--- src/hdl/css_regs.svh ---
// register offsets, field positions, reset values and timing counts of the control source selector
`ifndef CSS_REGS_SVH
`define CSS_REGS_SVH
`define CSS_OFS_CAL 8'h0E
`define CSS_OFS_DIVSRC 8'h14
`define CSS_OFS_DIV0 8'h15
`define CSS_OFS_DIV3 8'h18
`define CSS_OFS_CRYSTAL_INPUT 8'h1B
`define CSS_OFS_REFCFG 8'h1C
`define CSS_OFS_STAT 8'h1D
`define CSS_OFS_OM1 8'h32
`define CSS_OFS_OM2 8'h34
`define CSS_BIT_CAL_EN 2
`define CSS_BIT_CAL_GO 7
`define CSS_BIT_DIV_EN 2
`define CSS_BIT_CRYSTAL_INPUT_PIN 7
`define CSS_BIT_REF_DIFF 0
`define CSS_BIT_REF_DIV5 1
`define CSS_BIT_REF_DBL 2
`define CSS_BIT_REF_EN 7
`define CSS_BIT_OM_EN 0
`define CSS_RST_ZERO 8'h00
`define CSS_RST_CRYSTAL_INPUT 8'hBF
`define CSS_CAP_STEP_FF 250
`define CSS_CAP_PIN_FF 2000
`define CSS_IN_SERIAL 4'h0
`define CSS_OUT_SERIAL 6'h00
`define CSS_CLK_PERIOD_NS 10
`define CSS_DET_WINDOW_NS 2000
`define CSS_DET_WINDOW_CYC (`CSS_DET_WINDOW_NS / `CSS_CLK_PERIOD_NS)
`endif

--- src/hdl/css_pkg.sv ---
// types shared by the control source selector modules
package css_pkg;
  // serial controller states, one-hot
  typedef enum logic [3:0] {
    CSS_IDLE = 4'h1,
    CSS_INSTR = 4'h2,
    CSS_WDATA = 4'h4,
    CSS_RDATA = 4'h8
  } css_ser_state_t;
  typedef logic [7:0] css_byte_t;
endpackage : css_pkg

--- src/hdl/css_reg_if.sv ---
// register access channel between serial controller and register file
`timescale 1ns/1ps
interface css_reg_if;
  logic wr_stb; // one-cycle write strobe
  logic [7:0] addr; // register offset
  logic [7:0] wdata; // write byte
  logic [7:0] rdata; // read byte for addr
  modport ctrl (output wr_stb, output addr, output wdata, input rdata);
  modport regs (input wr_stb, input addr, input wdata, output rdata);
endinterface : css_reg_if

--- src/hdl/css_presence_det.sv ---
// input presence detector sampled by the feedback clock
`timescale 1ns/1ps
`include "css_regs.svh"
module css_presence_det
  import css_pkg::*;
#(
  parameter int WIN = `CSS_DET_WINDOW_CYC
) (
  input wire logic clk_sys,
  input wire logic rst,
  input wire logic sig,
  output logic present
);
  logic [2:0] sync_q, sync_d; // two sync stages plus edge history
  logic [15:0] cnt_q, cnt_d; // cycles since last edge
  logic present_q, present_d;
  // edge seen within the window means the input is alive
  always_comb begin
    sync_d = {sync_q[1:0], sig};
    cnt_d = cnt_q;
    if (sync_q[2] != sync_q[1]) begin
      cnt_d = 16'h0000;
    end else if (cnt_q != 16'hFFFF) begin
      cnt_d = cnt_q + 16'h0001;
    end
    present_d = (cnt_q < 16'(WIN));
  end
  // state registers; after reset nothing is assumed present
  always_ff @(posedge clk_sys) begin
    if (rst) begin
      sync_q <= 3'h0;
      cnt_q <= 16'hFFFF;
      present_q <= 1'b0;
    end else begin
      sync_q <= sync_d;
      cnt_q <= cnt_d;
      present_q <= present_d;
    end
  end
  assign present = present_q;
endmodule : css_presence_det

--- src/hdl/css_serial_ctrl.sv ---
// 3-wire serial controller, 16-bit instruction then one data byte, msb first
`timescale 1ns/1ps
module css_serial_ctrl
  import css_pkg::*;
(
  input wire logic clk_sys,
  input wire logic rst,
  input wire logic enable,
  input wire logic sclk,
  input wire logic cs_n,
  input wire logic sdio_i,
  output logic sdio_o,
  output logic sdio_oe,
  css_reg_if.ctrl bus
);
  css_ser_state_t state_q, state_d;
  logic sclk_q, sclk_d; // previous sclk sample
  logic [3:0] cnt_q, cnt_d; // bit counter
  logic [15:0] sh_q, sh_d; // shift register
  logic [7:0] addr_q, addr_d;
  logic oe_q, oe_d, out_q, out_d, wr_q, wr_d;
  logic rise, fall;
  // inputs arrive already synchronised; edges found against the previous sample
  always_comb begin
    rise = sclk & ~sclk_q;
    fall = ~sclk & sclk_q;
    state_d = state_q;
    sclk_d = sclk;
    cnt_d = cnt_q;
    sh_d = sh_q;
    addr_d = addr_q;
    oe_d = oe_q;
    out_d = out_q;
    wr_d = 1'b0;
    if (!enable || cs_n) begin // outside serial mode all traffic is ignored
      state_d = CSS_IDLE;
      cnt_d = 4'h0;
      oe_d = 1'b0;
    end else begin
      case (state_q)
        CSS_IDLE: begin
          state_d = CSS_INSTR;
        end
        CSS_INSTR: begin
          if (rise) begin
            sh_d = {sh_q[14:0], sdio_i};
            cnt_d = cnt_q + 4'h1;
            if (cnt_q == 4'hF) begin
              addr_d = {sh_q[6:0], sdio_i};
              state_d = sh_q[14] ? CSS_RDATA : CSS_WDATA; // first bit high means read
            end
          end
        end
        CSS_WDATA: begin
          if (rise) begin
            sh_d = {sh_q[14:0], sdio_i};
            cnt_d = cnt_q + 4'h1;
            if (cnt_q == 4'h7) begin
              wr_d = 1'b1; // byte lands in sh_q[7:0] with the strobe
              cnt_d = 4'h0;
              state_d = CSS_INSTR;
            end
          end
        end
        CSS_RDATA: begin
          if (fall) begin
            cnt_d = cnt_q + 4'h1;
            oe_d = 1'b1;
            if (cnt_q == 4'h0) begin
              out_d = bus.rdata[7];
              sh_d[7:0] = {bus.rdata[6:0], 1'b0};
            end else if (cnt_q == 4'h8) begin
              oe_d = 1'b0; // release after the last bit was sampled
              cnt_d = 4'h0;
              state_d = CSS_INSTR;
            end else begin
              out_d = sh_q[7];
              sh_d[7:0] = {sh_q[6:0], 1'b0};
            end
          end
        end
        default: begin
          state_d = CSS_IDLE;
        end
      endcase
    end
  end
  // state registers
  always_ff @(posedge clk_sys) begin
    if (rst) begin
      state_q <= CSS_IDLE;
      sclk_q <= 1'b0;
      cnt_q <= 4'h0;
      sh_q <= 16'h0000;
      addr_q <= 8'h00;
      oe_q <= 1'b0;
      out_q <= 1'b0;
      wr_q <= 1'b0;
    end else begin
      state_q <= state_d;
      sclk_q <= sclk_d;
      cnt_q <= cnt_d;
      sh_q <= sh_d;
      addr_q <= addr_d;
      oe_q <= oe_d;
      out_q <= out_d;
      wr_q <= wr_d;
    end
  end
  assign bus.wr_stb = wr_q;
  assign bus.addr = addr_q;
  assign bus.wdata = sh_q[7:0];
  assign sdio_o = out_q;
  assign sdio_oe = oe_q;
endmodule : css_serial_ctrl

--- src/hdl/css_top.sv ---
// control source selector: serial mode decode, shared pin mux, register file and function muxes
`timescale 1ns/1ps
`include "css_regs.svh"
module css_top
  import css_pkg::*;
#(
  parameter int DET_WIN = `CSS_DET_WINDOW_CYC
) (
  input wire logic clk_sys,
  input wire logic rst,
  input wire logic [3:0] input_freq_select_pins,
  input wire logic [5:0] output_freq_select_pins,
  input wire logic [2:0] shared_serial_outmode_pins,
  output logic sdio_o,
  output logic sdio_oe,
  input wire logic primary_reference_input,
  input wire logic secondary_reference_input,
  input wire logic crystal_input,
  input wire logic [31:0] pin_div_values,
  input wire logic pin_cal_start,
  output logic serial_mode,
  output logic [31:0] div_values,
  output logic vco_cal_start,
  output logic vco_cal_reg_ctrl,
  output logic [5:0] crystal_input_cap_code,
  output logic ref_diff_mode,
  output logic ref_div5_en,
  output logic ref_dbl_en,
  output logic [2:0] out1_mode,
  output logic [2:0] second_clock_output_mode,
  output logic present_primary,
  output logic present_secondary,
  output logic present_crystal
);
  localparam logic [5:0] CAP_PIN_CODE = 6'(`CSS_CAP_PIN_FF / `CSS_CAP_STEP_FF); // 2 pF default

  // offset match, used by write decode and read mux
  function automatic logic hit(input logic [7:0] a, input logic [7:0] ofs);
    hit = (a == ofs);
  endfunction : hit

  // prescaler and doubler settings implied by the input select pins
  function automatic logic [1:0] ref_pin_decode(input logic [3:0] code);
    case (code)
      4'h1, 4'h6, 4'hC: ref_pin_decode = 2'h1; // doubler only
      4'hB: ref_pin_decode = 2'h3; // prescaler and doubler
      default: ref_pin_decode = 2'h0; // both bypassed
    endcase
  endfunction : ref_pin_decode

  // pin synchronisers; open pins are pulled high at the board, so they read one
  logic [12:0] pin_s1_q, pin_s2_q; // first stage feeds only the second
  logic [3:0] in_sel;
  logic [5:0] out_sel;
  logic [2:0] shared_s;
  always_ff @(posedge clk_sys) begin
    if (rst) begin
      pin_s1_q <= 13'h1FFF;
      pin_s2_q <= 13'h1FFF;
    end else begin
      pin_s1_q <= {shared_serial_outmode_pins, output_freq_select_pins, input_freq_select_pins};
      pin_s2_q <= pin_s1_q;
    end
  end
  assign in_sel = pin_s2_q[3:0];
  assign out_sel = pin_s2_q[9:4];
  assign shared_s = pin_s2_q[12:10];

  // serial mode decode and output-mode pin capture
  logic ser_q, ser_d; // serial mode
  logic [2:0] om_pin_q, om_pin_d; // pin-decoded output mode
  always_comb begin
    ser_d = (in_sel == `CSS_IN_SERIAL) || (out_sel == `CSS_OUT_SERIAL);
    om_pin_d = ser_q ? om_pin_q : shared_s;
  end
  always_ff @(posedge clk_sys) begin
    if (rst) begin
      ser_q <= 1'b0;
      om_pin_q <= 3'h0;
    end else begin
      ser_q <= ser_d;
      om_pin_q <= om_pin_d;
    end
  end

  // shared pin mux towards the serial controller: idle levels when not in serial mode
  logic ser_sclk, ser_cs_n, ser_sdio;
  always_comb begin
    ser_sclk = ser_q ? shared_s[0] : 1'b0;
    ser_cs_n = ser_q ? shared_s[1] : 1'b1;
    ser_sdio = ser_q ? shared_s[2] : 1'b0;
  end

  css_reg_if rif ();
  css_serial_ctrl u_ser (
    .clk_sys(clk_sys),
    .rst(rst),
    .enable(ser_q),
    .sclk(ser_sclk),
    .cs_n(ser_cs_n),
    .sdio_i(ser_sdio),
    .sdio_o(sdio_o),
    .sdio_oe(sdio_oe),
    .bus(rif.ctrl)
  );

  // register file; writes only arrive while in serial mode, and nothing clears
  // the registers when serial mode ends
  logic [7:0] cal_q, cal_d, divsrc_q, divsrc_d, crystal_input_q, crystal_input_d;
  logic [7:0] refcfg_q, refcfg_d, om1_q, om1_d, om2_q, om2_d;
  logic [7:0] div_q [4]; // divider value bytes
  logic [7:0] div_d [4];
  logic cal_go; // calibration command written
  logic [7:0] stat;
  always_comb begin
    cal_d = cal_q;
    divsrc_d = divsrc_q;
    crystal_input_d = crystal_input_q;
    refcfg_d = refcfg_q;
    om1_d = om1_q;
    om2_d = om2_q;
    div_d = div_q;
    cal_go = 1'b0;
    if (rif.wr_stb) begin
      if (hit(rif.addr, `CSS_OFS_CAL)) begin
        cal_d = rif.wdata;
        cal_d[`CSS_BIT_CAL_GO] = 1'b0; // command bit does not stick
        cal_go = rif.wdata[`CSS_BIT_CAL_GO] & rif.wdata[`CSS_BIT_CAL_EN];
      end
      if (hit(rif.addr, `CSS_OFS_DIVSRC)) begin
        divsrc_d = rif.wdata;
      end
      for (int i = 0; i < 4; i++) begin
        if (hit(rif.addr, `CSS_OFS_DIV0 + 8'(i))) begin
          div_d[i] = rif.wdata;
        end
      end
      if (hit(rif.addr, `CSS_OFS_CRYSTAL_INPUT)) begin
        crystal_input_d = rif.wdata & 8'hBF; // bit 6 reserved
      end
      if (hit(rif.addr, `CSS_OFS_REFCFG)) begin
        refcfg_d = rif.wdata;
      end
      if (hit(rif.addr, `CSS_OFS_OM1)) begin
        om1_d = rif.wdata;
      end
      if (hit(rif.addr, `CSS_OFS_OM2)) begin
        om2_d = rif.wdata;
      end
    end
  end
  always_ff @(posedge clk_sys) begin
    if (rst) begin
      cal_q <= `CSS_RST_ZERO;
      divsrc_q <= `CSS_RST_ZERO;
      crystal_input_q <= `CSS_RST_CRYSTAL_INPUT;
      refcfg_q <= `CSS_RST_ZERO;
      om1_q <= `CSS_RST_ZERO;
      om2_q <= `CSS_RST_ZERO;
      for (int i = 0; i < 4; i++) begin
        div_q[i] <= `CSS_RST_ZERO;
      end
    end else begin
      cal_q <= cal_d;
      divsrc_q <= divsrc_d;
      crystal_input_q <= crystal_input_d;
      refcfg_q <= refcfg_d;
      om1_q <= om1_d;
      om2_q <= om2_d;
      div_q <= div_d;
    end
  end

  // read mux; unmapped offsets read zero
  logic p_pri, p_sec, p_xtl;
  always_comb begin
    stat = {4'h0, ser_q, p_xtl, p_sec, p_pri};
    rif.rdata = 8'h00;
    if (hit(rif.addr, `CSS_OFS_CAL)) rif.rdata = cal_q;
    if (hit(rif.addr, `CSS_OFS_DIVSRC)) rif.rdata = divsrc_q;
    for (int i = 0; i < 4; i++) begin
      if (hit(rif.addr, `CSS_OFS_DIV0 + 8'(i))) rif.rdata = div_q[i];
    end
    if (hit(rif.addr, `CSS_OFS_CRYSTAL_INPUT)) rif.rdata = crystal_input_q;
    if (hit(rif.addr, `CSS_OFS_REFCFG)) rif.rdata = refcfg_q;
    if (hit(rif.addr, `CSS_OFS_STAT)) rif.rdata = stat;
    if (hit(rif.addr, `CSS_OFS_OM1)) rif.rdata = om1_q;
    if (hit(rif.addr, `CSS_OFS_OM2)) rif.rdata = om2_q;
  end

  // presence detectors, sampled by the feedback clock
  css_presence_det #(.WIN(DET_WIN)) u_det_pri (.clk_sys(clk_sys), .rst(rst), .sig(primary_reference_input),
    .present(p_pri));
  css_presence_det #(.WIN(DET_WIN)) u_det_sec (.clk_sys(clk_sys), .rst(rst), .sig(secondary_reference_input),
    .present(p_sec));
  css_presence_det #(.WIN(DET_WIN)) u_det_xtl (.clk_sys(clk_sys), .rst(rst), .sig(crystal_input),
    .present(p_xtl));

  // function muxes, each steered by an enable bit, prescaler and doubler by the same one; outputs registered
  logic [31:0] divv_q, divv_d;
  logic [5:0] cap_q, cap_d;
  logic [2:0] m1_q, m1_d, m2_q, m2_d;
  logic calst_q, calst_d, calen_q, calen_d, diff_q, diff_d, d5_q, d5_d, dbl_q, dbl_d;
  logic psec_q, psec_d, ppri_q, ppri_d, pxtl_q, pxtl_d;
  logic ref_en;
  // one pin decode shared by the prescaler and doubler selectors
  logic [1:0] ref_pin; // pin-decoded {prescaler, doubler}
  always_comb begin
    ref_en = refcfg_q[`CSS_BIT_REF_EN];
    ref_pin = ref_pin_decode(in_sel);
    divv_d = divsrc_q[`CSS_BIT_DIV_EN] ? {div_q[3], div_q[2], div_q[1], div_q[0]} : pin_div_values;
    calen_d = cal_q[`CSS_BIT_CAL_EN];
    // a byte carrying enable and command together starts at once, the old enable is not yet set
    calst_d = cal_go | (~calen_d & pin_cal_start);
    cap_d = crystal_input_q[`CSS_BIT_CRYSTAL_INPUT_PIN] ? CAP_PIN_CODE : crystal_input_q[5:0];
    // prescaler sits ahead of the doubler, doubler drives the phase detector
    d5_d = ref_en ? refcfg_q[`CSS_BIT_REF_DIV5] : ref_pin[1];
    dbl_d = ref_en ? refcfg_q[`CSS_BIT_REF_DBL] : ref_pin[0];
    diff_d = ref_en & refcfg_q[`CSS_BIT_REF_DIFF];
    m1_d = om1_q[`CSS_BIT_OM_EN] ? om1_q[3:1] : om_pin_q;
    m2_d = om2_q[`CSS_BIT_OM_EN] ? om2_q[3:1] : om_pin_q;
    ppri_d = p_pri;
    psec_d = p_sec & ~diff_d; // secondary pin is the complement, not a reference
    pxtl_d = p_xtl;
  end
  always_ff @(posedge clk_sys) begin
    if (rst) begin
      divv_q <= 32'h0000_0000;
      cap_q <= CAP_PIN_CODE;
      m1_q <= 3'h0;
      m2_q <= 3'h0;
      {calst_q, calen_q, diff_q, d5_q, dbl_q, psec_q, ppri_q, pxtl_q} <= 8'h00;
    end else begin
      divv_q <= divv_d;
      cap_q <= cap_d;
      m1_q <= m1_d;
      m2_q <= m2_d;
      {calst_q, calen_q, diff_q, d5_q, dbl_q, psec_q, ppri_q, pxtl_q} <=
        {calst_d, calen_d, diff_d, d5_d, dbl_d, psec_d, ppri_d, pxtl_d};
    end
  end
  assign serial_mode = ser_q;
  assign div_values = divv_q;
  assign vco_cal_start = calst_q;
  assign vco_cal_reg_ctrl = calen_q;
  assign crystal_input_cap_code = cap_q;
  assign ref_diff_mode = diff_q;
  assign ref_div5_en = d5_q;
  assign ref_dbl_en = dbl_q;
  assign out1_mode = m1_q;
  assign second_clock_output_mode = m2_q;
  assign present_primary = ppri_q;
  assign present_secondary = psec_q;
  assign present_crystal = pxtl_q;

  // checks
  ser_on_a: assert property (@(posedge clk_sys) disable iff (rst)
    (in_sel == 4'h0 || out_sel == 6'h00) |=> serial_mode) else $error("serial mode not entered");
  ser_off_a: assert property (@(posedge clk_sys) disable iff (rst)
    (in_sel != 4'h0 && out_sel != 6'h00) |=> !serial_mode) else $error("serial mode not left");
  sdio_quiet_a: assert property (@(posedge clk_sys) disable iff (rst)
    !serial_mode [*2] |-> !sdio_oe) else $error("sdio driven outside serial mode");
  om_freeze_a: assert property (@(posedge clk_sys) disable iff (rst)
    serial_mode |=> $stable(om_pin_q)) else $error("pin mode changed in serial mode");
  div_reg_a: assert property (@(posedge clk_sys) disable iff (rst)
    divsrc_q[2] |=> div_values == $past({div_q[3], div_q[2], div_q[1], div_q[0]}))
    else $error("divider not from registers");
  div_pin_a: assert property (@(posedge clk_sys) disable iff (rst)
    !divsrc_q[2] |=> div_values == $past(pin_div_values)) else $error("divider not from pins");
  cap_pin_a: assert property (@(posedge clk_sys) disable iff (rst)
    crystal_input_q[7] |=> crystal_input_cap_code == 6'h08) else $error("pin load cap not 2 pF");
  reset_en_a: assert property (@(posedge clk_sys) disable iff (rst)
    $past(rst) |-> !divsrc_q[2] && !cal_q[2] && crystal_input_q == 8'hBF && !refcfg_q[7] && !om1_q[0] && !om2_q[0])
    else $error("enable bits not cleared by reset");
  cal_go_a: assert property (@(posedge clk_sys) disable iff (rst)
    (rif.wr_stb && rif.addr == 8'h0E && rif.wdata[7] && rif.wdata[2]) |=> vco_cal_start)
    else $error("calibration not started");
  sticky_a: assert property (@(posedge clk_sys) disable iff (rst)
    (divsrc_q[2] && !serial_mode) |=> divsrc_q[2]) else $error("register control lost");
  diff_sec_a: assert property (@(posedge clk_sys) disable iff (rst)
    ref_diff_mode |-> !present_secondary) else $error("secondary reported in differential mode");
endmodule : css_top

--- config.mk ---
export PLATFORM = sky130hd
export DESIGN_NAME = css_top
export DESIGN_NICKNAME = d
export VERILOG_FILES = /design/src/hdl/css_pkg.sv /design/src/hdl/css_reg_if.sv /design/src/hdl/css_presence_det.sv /design/src/hdl/css_serial_ctrl.sv /design/src/hdl/css_top.sv
export VERILOG_INCLUDE_DIRS = /design/src /design/src/hdl
export SDC_FILE = /design/constraint.sdc
export NUM_CORES = 1
export LEC_CHECK = 0
export BUFFER_PORTS_ARGS = -buffer_cell sky130_fd_sc_hd__buf_2
export CORE_ASPECT_RATIO = 0.6
export CORE_MARGIN = 4
export CORE_UTILIZATION = 30
export CTS_BUF_LIST = sky130_fd_sc_hd__clkbuf_8
export DETAILED_ROUTE_END_ITERATION = 7
export HOLD_SLACK_MARGIN = 0.06
export PLACE_DENSITY_LB_ADDON = 0.05
export SYNTH_ARGS = -nofsm -noshare
export SYNTH_HDL_FRONTEND = slang
export SYNTH_SLANG_ARGS = --single-unit
--- constraint.sdc ---
create_clock -name clk_sys -period 5.5 [get_ports clk_sys]
set_input_delay 1.375 -clock clk_sys [delete_from_list [all_inputs] [get_ports clk_sys]]
set_output_delay 1.375 -clock clk_sys [all_outputs]
set_load 0.1 [all_outputs]
After elaboration in Yosys (flattened, before gate mapping)

Cells that the tools add are included.

Add/subtract/negate cells: 4
Order comparisons: 3
Eq/ne operators: 38
Muxes and demuxes: 54
Bitwise logic cells: 14
Reduce and logical (&&, ||, !) cells: 33

Operator list:

| cell                                                        | count |
|---|---|
| two-way mux 8 bit                                           | 14 |
| two-way mux 16 bit                                          | 6 |
| equality test 8 x 5 -> 1 bit, second input constant         | 8 |
| two-way mux 4 bit                                           | 14 |
| adder 16 x 1 -> 16 bit, second input constant               | 3 |
| less-than comparator 16 x 8 -> 1 bit, second input constant | 3 |
| != test 16 bit, second input constant                       | 3 |
| two-way mux 32 bit                                          | 1 |
| AND reduction 2 bit                                         | 11 |
| equality test 4 bit, second input constant                  | 5 |
| equality test 8 x 6 -> 1 bit, second input constant         | 2 |
| != test 2 x 1 -> 1 bit, second input constant               | 8 |
| one-hot mux 4 bit (4 select lines)                          | 1 |
| one-hot mux 8 bit (2 select lines)                          | 1 |
| equality test 4 x 3 -> 1 bit, second input constant         | 3 |
| two-way mux 1 bit                                           | 12 |
| one-hot mux 4 bit (3 select lines)                          | 1 |
| AND reduction 4 bit                                         | 3 |
| equality test 4 x 1 -> 1 bit, second input constant         | 2 |
| equality test 8 x 4 -> 1 bit, second input constant         | 1 |
| zero test 4 bit                                             | 2 |
| nonzero test 2 bit                                          | 4 |
| two-way mux 7 bit                                           | 1 |
| inverter 1 bit                                              | 7 |
| 19 further kinds                                            | 30 |

Register bits: 255
Bits of input ports: 51
Output and inout bits: 55
Logic and storage cells: 190

Depth between registers and ports, before layout

Gate-level depths: netlist of the first run.

Depth in word-level cells: 15
Gate-level depth with buffers: 9
Depth with buffers taken out: 8

Cells and area by module

Synthesis of the first run repeated with hierarchy kept, for this count alone.

Cell total of the unflattened synthesis: 1230
Area total of the unflattened synthesis: 11287.1 um^2

By module, submodules not included:

| module           | instances | cells an instance | area each (um^2) | sequential area each (um^2) |
|---|---|---|---|---|
| css_top          | 1         | 684               | 6458.7           | 3203.1 |
| css_presence_det | 3         | 117               | 1033.5           | 400.4 |
| css_serial_ctrl  | 1         | 195               | 1727.9           | 700.7 |

Least setup slack after synthesis of the first run

Ideal clock, no wire load.

Path kind: reg-to-reg
From: register ser_q, in the netlist serial_mode
To: register u_ser.sh_q[1]
Arrival time: 2.662 ns
Data required time: 5.380 ns
Setup slack: 2.718 ns
Stages on the path, launching flop included: 8
Buffers on the path: 1
Clock period less this slack: 2.782 ns
Path through: dfxtp_1 -> clkbuf_1 -> nand2_1 -> nor4b_2 -> o21ai_1 -> a2111oi_0 -> nor3_1 -> o31a_1

Word-level cells in the longest chain between the ends: 5
Elaborated cells on any way between the ends: 11
Those cells by class: 2 x eq/ne; 2 x mux; 4 x bitwise; 3 x reduce/logical

Ends and longest elaborated chain:

| item                                    | RTL line               | RTL |
|---|---|---|
| start, declared                         | css_top.sv:70          | `logic ser_q, ser_d;` |
| start signal, assigned                  | css_top.sv:81          | `ser_q <= ser_d;` |
| two-way mux 1 bit                       | css_top.sv:89          | `ser_sclk = ser_q ? shared_s[0] : 1'b0;` |
| inverter 1 bit                          | css_serial_ctrl.sv:26  | `fall = ~sclk & sclk_q;` |
| AND 1 bit                               | css_serial_ctrl.sv:26  |  |
| != test 2 x 1 -> 1 bit (no source line) | n/a                    |  |
| AND reduction 5 bit (no source line) *  | n/a                    |  |
| end signal, assigned                    | css_serial_ctrl.sv:94  | `sh_q <= 16'h0000;` |
| end signal, assigned                    | css_serial_ctrl.sv:103 | `sh_q <= sh_d;` |
| end, declared                           | css_serial_ctrl.sv:19  | `logic [15:0] sh_q, sh_d;` |

Every way passes the cells marked *; elsewhere a longest branch is shown, timed or not.
A chain may end at the register's enable or synchronous reset.

Final worst setup path of the first run

From: register ser_q, in the netlist serial_mode
To: output port serial_mode

RTL lines:

| item          | RTL line      | RTL |
|---|---|---|
| end, declared | css_top.sv:21 | `output logic serial_mode,` |

No word-level cell between the ends.

==> metrics.md, run 1 <==
| Metric | Value |
|---|---|
| Peak supply drop | between 150 and 200 uV |
| CTS sink cnt | ~260 |
| Post-synthesis register bit count | approximately 260 |
| First-pass GRT wire length | around 51000 um |
| Rel. slew slack | 0.310 |
| Area growth from synthesis to layout | 17.3% |
| Post-route ant nets | 0 |
| Gate power share | 0.130 |
| Status | complete, no violations |
| Post-synth EDFFs | 0 |
| TritonRoute pass-1 iters | 5 |
| Worst min path class | reg -> reg |
| Clock power share | 0.414 |
| CP Class | reg -> out |
| Post-Syn Area | between 0.01 and 0.015 mm^2 |
| Vias in the first global route | 8445 |
| Top-area cell type share of the netlist area | 0.469 |
| Initial drt markers | slightly below 600 |
| Setup-failing EPs final | 0 |
| # IOs | 106 |
| DIE HEIGHT | between 150 and 200 um |
| Worst Clk Skew | ~0.019 ns |
| Row cnt | 53 |
| Most frequent cell after synthesis | dfxtp_1 |
| Synth area leader | dfxtp_1 |
| Mapped Cells | 1208 |
| FF-to-FF Start | u_ser.bus.addr[4] |
| Final wirelength | about 33000 um |
| Post_cts resized | 0 |
| Top FF cell, synth | dfxtp_1 |
| Register area share after synthesis | 0.469 |
| Final Max Tran Viols | 0 |
| Final hold vios | 0 |
| Worst Setup End Kind | primary output |
| GRT Util Overall | 0.164 |
| Final net count | about 1300 |
| Unrepaired setup endpoints after global routing | false |
| CTS tree | built |
| Clock Tree Root | clkbuf_8 |
| Peak Freq | roughly 320 MHz |
| Final period util | 0.563 |
| Cell Area, Placed | around 0.012 mm^2 |
| Setup TNS | 0 ns |
| Crit-path max FO | 9 |
| Worst path bufs/invs | 1 |
| Die W | between 200 and 300 um |
| Die area | 0.0395 mm^2 |
| Final hold slack | between 0.4 and 0.5 ns |
| Switching power | around 1.3 mW |
| Critical path's slowest cell | dfxtp_1 |
| Ys Warns | 0 |
| Total power | around 4.5 mW |
| Core area | approximately 0.035 mm^2 |
| Fraction of layout cells with a size suffix above 1 | 0.176 |
| Via count | between 8000 and 9000 |
| Seq pwr share | 0.456 |
| Critical path startpoint category | register |
| Syn Nets | roughly 1300 |
| Pwr dens | about 350 mW/mm^2 |
| Ant. Diodes | 0 |
| Port buffer count | around 110 |
| Largest net degree at the start of global routing | 127 |
| Final Instance Area | between 0.01 and 0.015 mm^2 |
| DP HPWL | around 22000 um |
| WL/cell | between 15 and 20 um |
| Worst R2R Setup Slack | 2.61 ns |
| H-tree depth | 2 |
| Initial antenna violation count | 0 |
| WP data required | just over 4 ns |
| Reg clk slew, reported paths | ~0.060 ns |
| Async SR Flop Fraction | 0 |
| Worst hold path startpoint | pin_s1_q[0] |
| Crit path cell chain | buf_2 |
| Skew-Pair Late Insertion Delay | 0.59 ns |
| Post-synthesis average cell area | 9.02 um^2 |
| Arrival time at the worst endpoint | 1.72 ns |
| Synth cell count leaders | 255 x dfxtp_1, 148 x nor2_1, 101 x mux2i_1, 88 x nand2_1, 75 x nand3_1 |
| Distinct cell type count after synthesis | 75 |
| Leak | just over 5 nW |
| Crit-path max cell delay | 0.62 ns |
| Net Sw Frac | 0.286 |
| Vias per cell | 5.00 |
| Global route overflow | 0 |
| Cell family with most CP delay | flip-flops |
| Setup Fix Bufs, Post-CTS | 0 |
| Residual DRC | 0 |
| Max_cap viols | 0 |
| Placer Congestion | between 0.8 and 0.9 |
| Internal Power | around 3.2 mW |
| Clock Path Buffers | 3 |
| Hold_buf cts | 0 |
| Min Tclk post-route | around 3.1 ns |
| Slew at the pin closest to its max-slew limit | approximately 1.0 ns |
| Start point of the critical path | serial_mode |
| Num CTS Buffers | between 40 and 50 |
| Top post-synthesis cells by area | dfxtp_1 47%, mux2i_1 9.3%, nor2_1 5.1%, nand3_1 3.4%, o21bai_1 3.2% |
| Starting Density | 0.308 |
-- sequential cells by signal, indices dropped and copies added (netlist names), 3 cells and up --
name                      flops
div_q                        32
div_values                   32
u_det_pri.cnt_q              16
u_det_sec.cnt_q              16
u_det_xtl.cnt_q              16
u_ser.sh_q                   15
pin_s1_q                     13
pin_s2_q                     13
divsrc_q                      8
om1_q                         8
om2_q                         8
refcfg_q                      8
u_ser.bus.addr                8
cal_q                         7
crystal_input_q               7
crystal_input_cap_code        6
u_ser.cnt_q                   4
u_ser.state_q                 4
om_pin_q                      3
out1_mode                     3
second_clock_output_mode      3
u_det_pri.sync_q              3
u_det_sec.sync_q              3
u_det_xtl.sync_q              3
-- area by class of cell --
| cell class | instances | area (um^2) |
|---|---|---|
| Fill cell | 3726 | 22600 |
| Multi-Input combinational cell | 855 | 5410 |
| Sequential cell | 255 | 5110 |
| Clock buffer | 59 | 812 |
| Timing Repair Buffer | 119 | 649 |
| Tap cell | 467 | 584 |
| Clock inverter | 22 | 153 |
| Inverter | 18 | 67.6 |
-- logic make-up after synthesis --
| group | Yosys count | synth area share |
|---|---|---|
| DFF | 255 | 0.469 |
| adders and majority gates | 5 | 0.00574 |
| xor gates and xnor gates | 41 | 0.0330 |
| AOI/OAI and AO/OA | 222 | 0.137 |
| buffers and inverters | 98 | 0.0363 |
| and+or+nand+nor | 483 | 0.223 |
| muxes | 104 | 0.0959 |
-- routing by layer --
layer,share of wire,vias up,GRT usage,wire length [um]
li1,-,4436,-,-
met1,0.55,4208,0.272,18100
met2,0.36,273,0.202,11700
met3,0.076,50,0.0410,2480
met4,0.017,0,0.0404,548
met5,0,-,0,0
-- per-stage QoR --
step	setup WS [ns]	cells	utilization
2_1_floorplan	2.72	1208	-
3_3_place_gp	2.44	1714	0.334
3_5_place_dp	2.44	1714	0.334
4_1_cts	2.31	1795	0.361
5_1_grt	2.31	1795	0.361
6_report	2.40	1795	0.361
-- power by group through the flow --
stage / clock network [mW] / registers, mW / logic (mW)
after floorplan: 0 / 2.19 / 0.360
after global placement: 0 / 2.10 / 0.593
after detailed placement: 0 / 2.10 / 0.588
after CTS: 1.95 / 2.06 / 0.592
after global routing: 2.03 / 2.08 / 0.652
final: 1.87 / 2.06 / 0.586
-- path summary, 6_finish.rpt --
kind | to | depth (start not counted)
worst min-delay path | pin_s2_q[0] | 1
worst max-delay path | serial_mode | 1
worst max register to register | u_ser.sh_q[1] | 6
worst min register to register | pin_s2_q[0] | 1
-- cell usage in the layout, fill, tap and decap left out, drive strengths merged, types with 9 or more instances in the layout --
cell type and instances:
nand3b 9, xnor2 22, nor2b 18, o21ai 31, nand2b 9, mux2i 101, nand4 15, nand3 75
inv 36, and3 11, nor3 23, o21bai 46, nor4 14, clkbuf 59, and2 12, xor2 19
or2 29, a21oi 68, nand2 88, buf 119, dfxtp 255, a22oi 10, nor2 150
No activity file was read; power rests on OpenSTA's default activity.
==> run 2: changes to the inputs <==
clock period = 3 ns   (was 5.5 ns; I/O delays follow)
==> run 2 against run 1 <==
Effect of this change: first-iteration DRC count rose by 1.0%; design area rose by 0.22%; setup slack got worse by 1.8 ns; sequential power rose by 83%; global-route usage fell by 0.23 points; core utilization rose by 0.078 points; clock power rose by 67%; count of clock-buffer cells in the layout fell by 7; flip-flop and latch count did not move.
==> metrics.md, run 2 (synthesis results as in run 1) <==
| Metric | Value |
|---|---|
| Critical path's slowest cell | dfxtp_1 |
| Die W | 254 um (unchanged) |
| Row cnt | 53 (unchanged) |
| Worst Clk Skew | 0.0265 ns (+0.00773 ns) |
| Leak | 5.16 nW (+0.46%) |
| CTS sink cnt | 255 (unchanged) |
| DP HPWL | 22600 um (+3.3%) |
| Critical path startpoint category | register |
| Met1 wire length | 18600 um (+2.5%) |
| Core area | 0.0354 mm^2 (unchanged) |
| Initial antenna violation count | 0 (unchanged) |
| Crit-path max cell delay | 0.56 ns (-0.06 ns) |
| Placed Cells | 1733 (+1.1%) |
| Most frequent cells in the layout | 254 x dfxtp_1, 148 x nor2_1, 104 x buf_2 |
| Pwr dens | 623 mW/mm^2 (+76%) |
| Final setup margin | 0.556 ns (-1.85 ns) |
| Fraction of layout cells with a size suffix above 1 | 0.188 (+0.0119) |
| Reg clk slew, reported paths | 0.06 ns (about the same) |
| DIE HEIGHT | 156 um (unchanged) |
| Crit-path max FO | 15 (+6) |
| Cell Area, Placed | 0.0120 mm^2 (+1.2%) |
| CTS tree | built |
| Largest net degree at the start of global routing | 89 (-30%) |
| Final hold vios | 0 (unchanged) |
| Area growth from synthesis to layout | 17.5% |
| Setup Fix Bufs, Post-CTS | 0 (unchanged) |
| Wire length on met2 | 11800 um (+1.4%) |
| Final Instance Count excl. Fillers | 1808 (+0.72%) |
| Max_cap viols | 0 (unchanged) |
| Leading cell type in the layout, fill and taps excluded | dfxtp_1 |
| Peak Freq | around 400 MHz |
| CP Class | reg -> reg |
| Arrival time at the worst endpoint | 2.92 ns (+1.20 ns) |
| Residual DRC | 0 (unchanged) |
| Final Instance Area | 0.0128 mm^2 (+0.22%) |
| Cell family with most CP delay | simple AND/OR/NAND/NOR gates |
| Skew-Pair Late Insertion Delay | 0.58 ns (about the same) |
| Via count | 8947 (-0.22%) |
| Num CTS Buffers | 43 (-2.3%) |
| Clock Tree Root | clkbuf_8 |
| # IOs | 106 (unchanged) |
| DP Worst Slack | 0.581 ns (-1.86 ns) |
| Met3 routed WL | 1780 um (-28%) |
| WL/cell | 18.1 um (-1.1%) |
| Global route overflow | 0 (unchanged) |
| Clock Path Buffers | 3 (unchanged) |
| Final core utilization | 0.362 (+0.000777) |
| Crit path cell chain | nand2b_1, nor2_4, a221oi_1, or4_1, a311oi_1 |
| Slew at the pin closest to its max-slew limit | 0.928 ns (-0.106 ns) |
| Starting Density | 0.308 (unchanged) |
| Status | complete, no violations |
| Setup-failing EPs final | 0 (unchanged) |
| Post_cts resized | 0 (unchanged) |
| Min Tclk post-route | 2.44 ns |
| GRT Util Overall | 0.161 (-0.00231) |
| Worst Setup End Kind | register |
| Port buffer count | 105 (unchanged) |
| Rel. slew slack | 0.380 (+0.0698) |
| TritonRoute pass-1 iters | 5 (unchanged) |
| Unrepaired setup endpoints after global routing | false |
| Worst path bufs/invs | 0 (-1) |
| Final period util | 0.815 |
| Peak supply drop | 230 uV (+41%) |
| Top layer in use | met4 |
| First-pass GRT wire length | 50200 um (-1.6%) |
| Post-route ant nets | 0 (unchanged) |
| Die area | 0.0395 mm^2 (unchanged) |
| Vias per cell | 4.95 (-0.94%) |
| Initial drt markers | 597 (+1.0%) |
| Final Max Tran Viols | 0 (unchanged) |
| H-tree depth | 2 (unchanged) |
| Worst min path class | in -> reg |
| Final wirelength | 32700 um (-0.40%) |
| Setup TNS | 0 ns (unchanged) |
| Vias in the first global route | 8337 (-1.3%) |
| Hold_buf cts | 0 (unchanged) |
| WP data required | 3.47 ns (-0.65 ns) |
| Final net count | 1367 (+1.3%) |
| Placer Congestion | 0.813 (-2.1%) |
## run 2: cell type report
type / instances / area, um^2
diodes: 1 / 2.50
clock buffers: 52 / 716
clock inverters: 22 / 131
fillers: 3686 / 22600
inverters: 18 / 67.6
multi-input cells: 855 / 5410
flip-flops and latches: 255 / 5110
well taps: 467 / 584
repair buffers: 138 / 792
## run 2: worst reg2reg max path, delay by kind of cell (launching register included)
kind,cells,cell delay [ns]
simple gates,3,1.39
flops,1,0.56
compound gates,2,0.40
## run 2: power breakdown
group	internal (mW)	leakage [nW]	switching, mW
sequential	3.59	2.09	0.190
clock	1.66	0.477	1.46
combinational	0.401	2.60	0.678
total	5.65	5.16	2.33
## run 2: path summary, 6_finish.rpt
path / end / from / slack, ns / depth (start not counted)
hold reg to reg: pin_s2_q[11] / pin_s1_q[11] / 0.41 / 1
setup / recovery: u_ser.sh_q[4] / u_ser.bus.addr[2] / 0.56 / 5
setup reg to reg: u_ser.sh_q[4] / u_ser.bus.addr[2] / 0.56 / 5
hold / removal: pin_s1_q[12] / shared_serial_outmode_pins[2] / 0.36 / 2
## run 2: metal layers
metal / up-vias / global-route usage
met5: - / 0
met1: 4220 / 0.272
met2: 200 / 0.199
met3: 45 / 0.0373
met4: 0 / 0.0360
li1: 4482 / -
## run 2: per-stage QoR
stage	hold WS, ns	power, mW
after CTS	0.314	8.12
after global placement	0.390	4.93
after floorplan	0.389	4.68
final	0.365	7.98
after global routing	0.323	8.41
after detailed placement	0.393	4.93
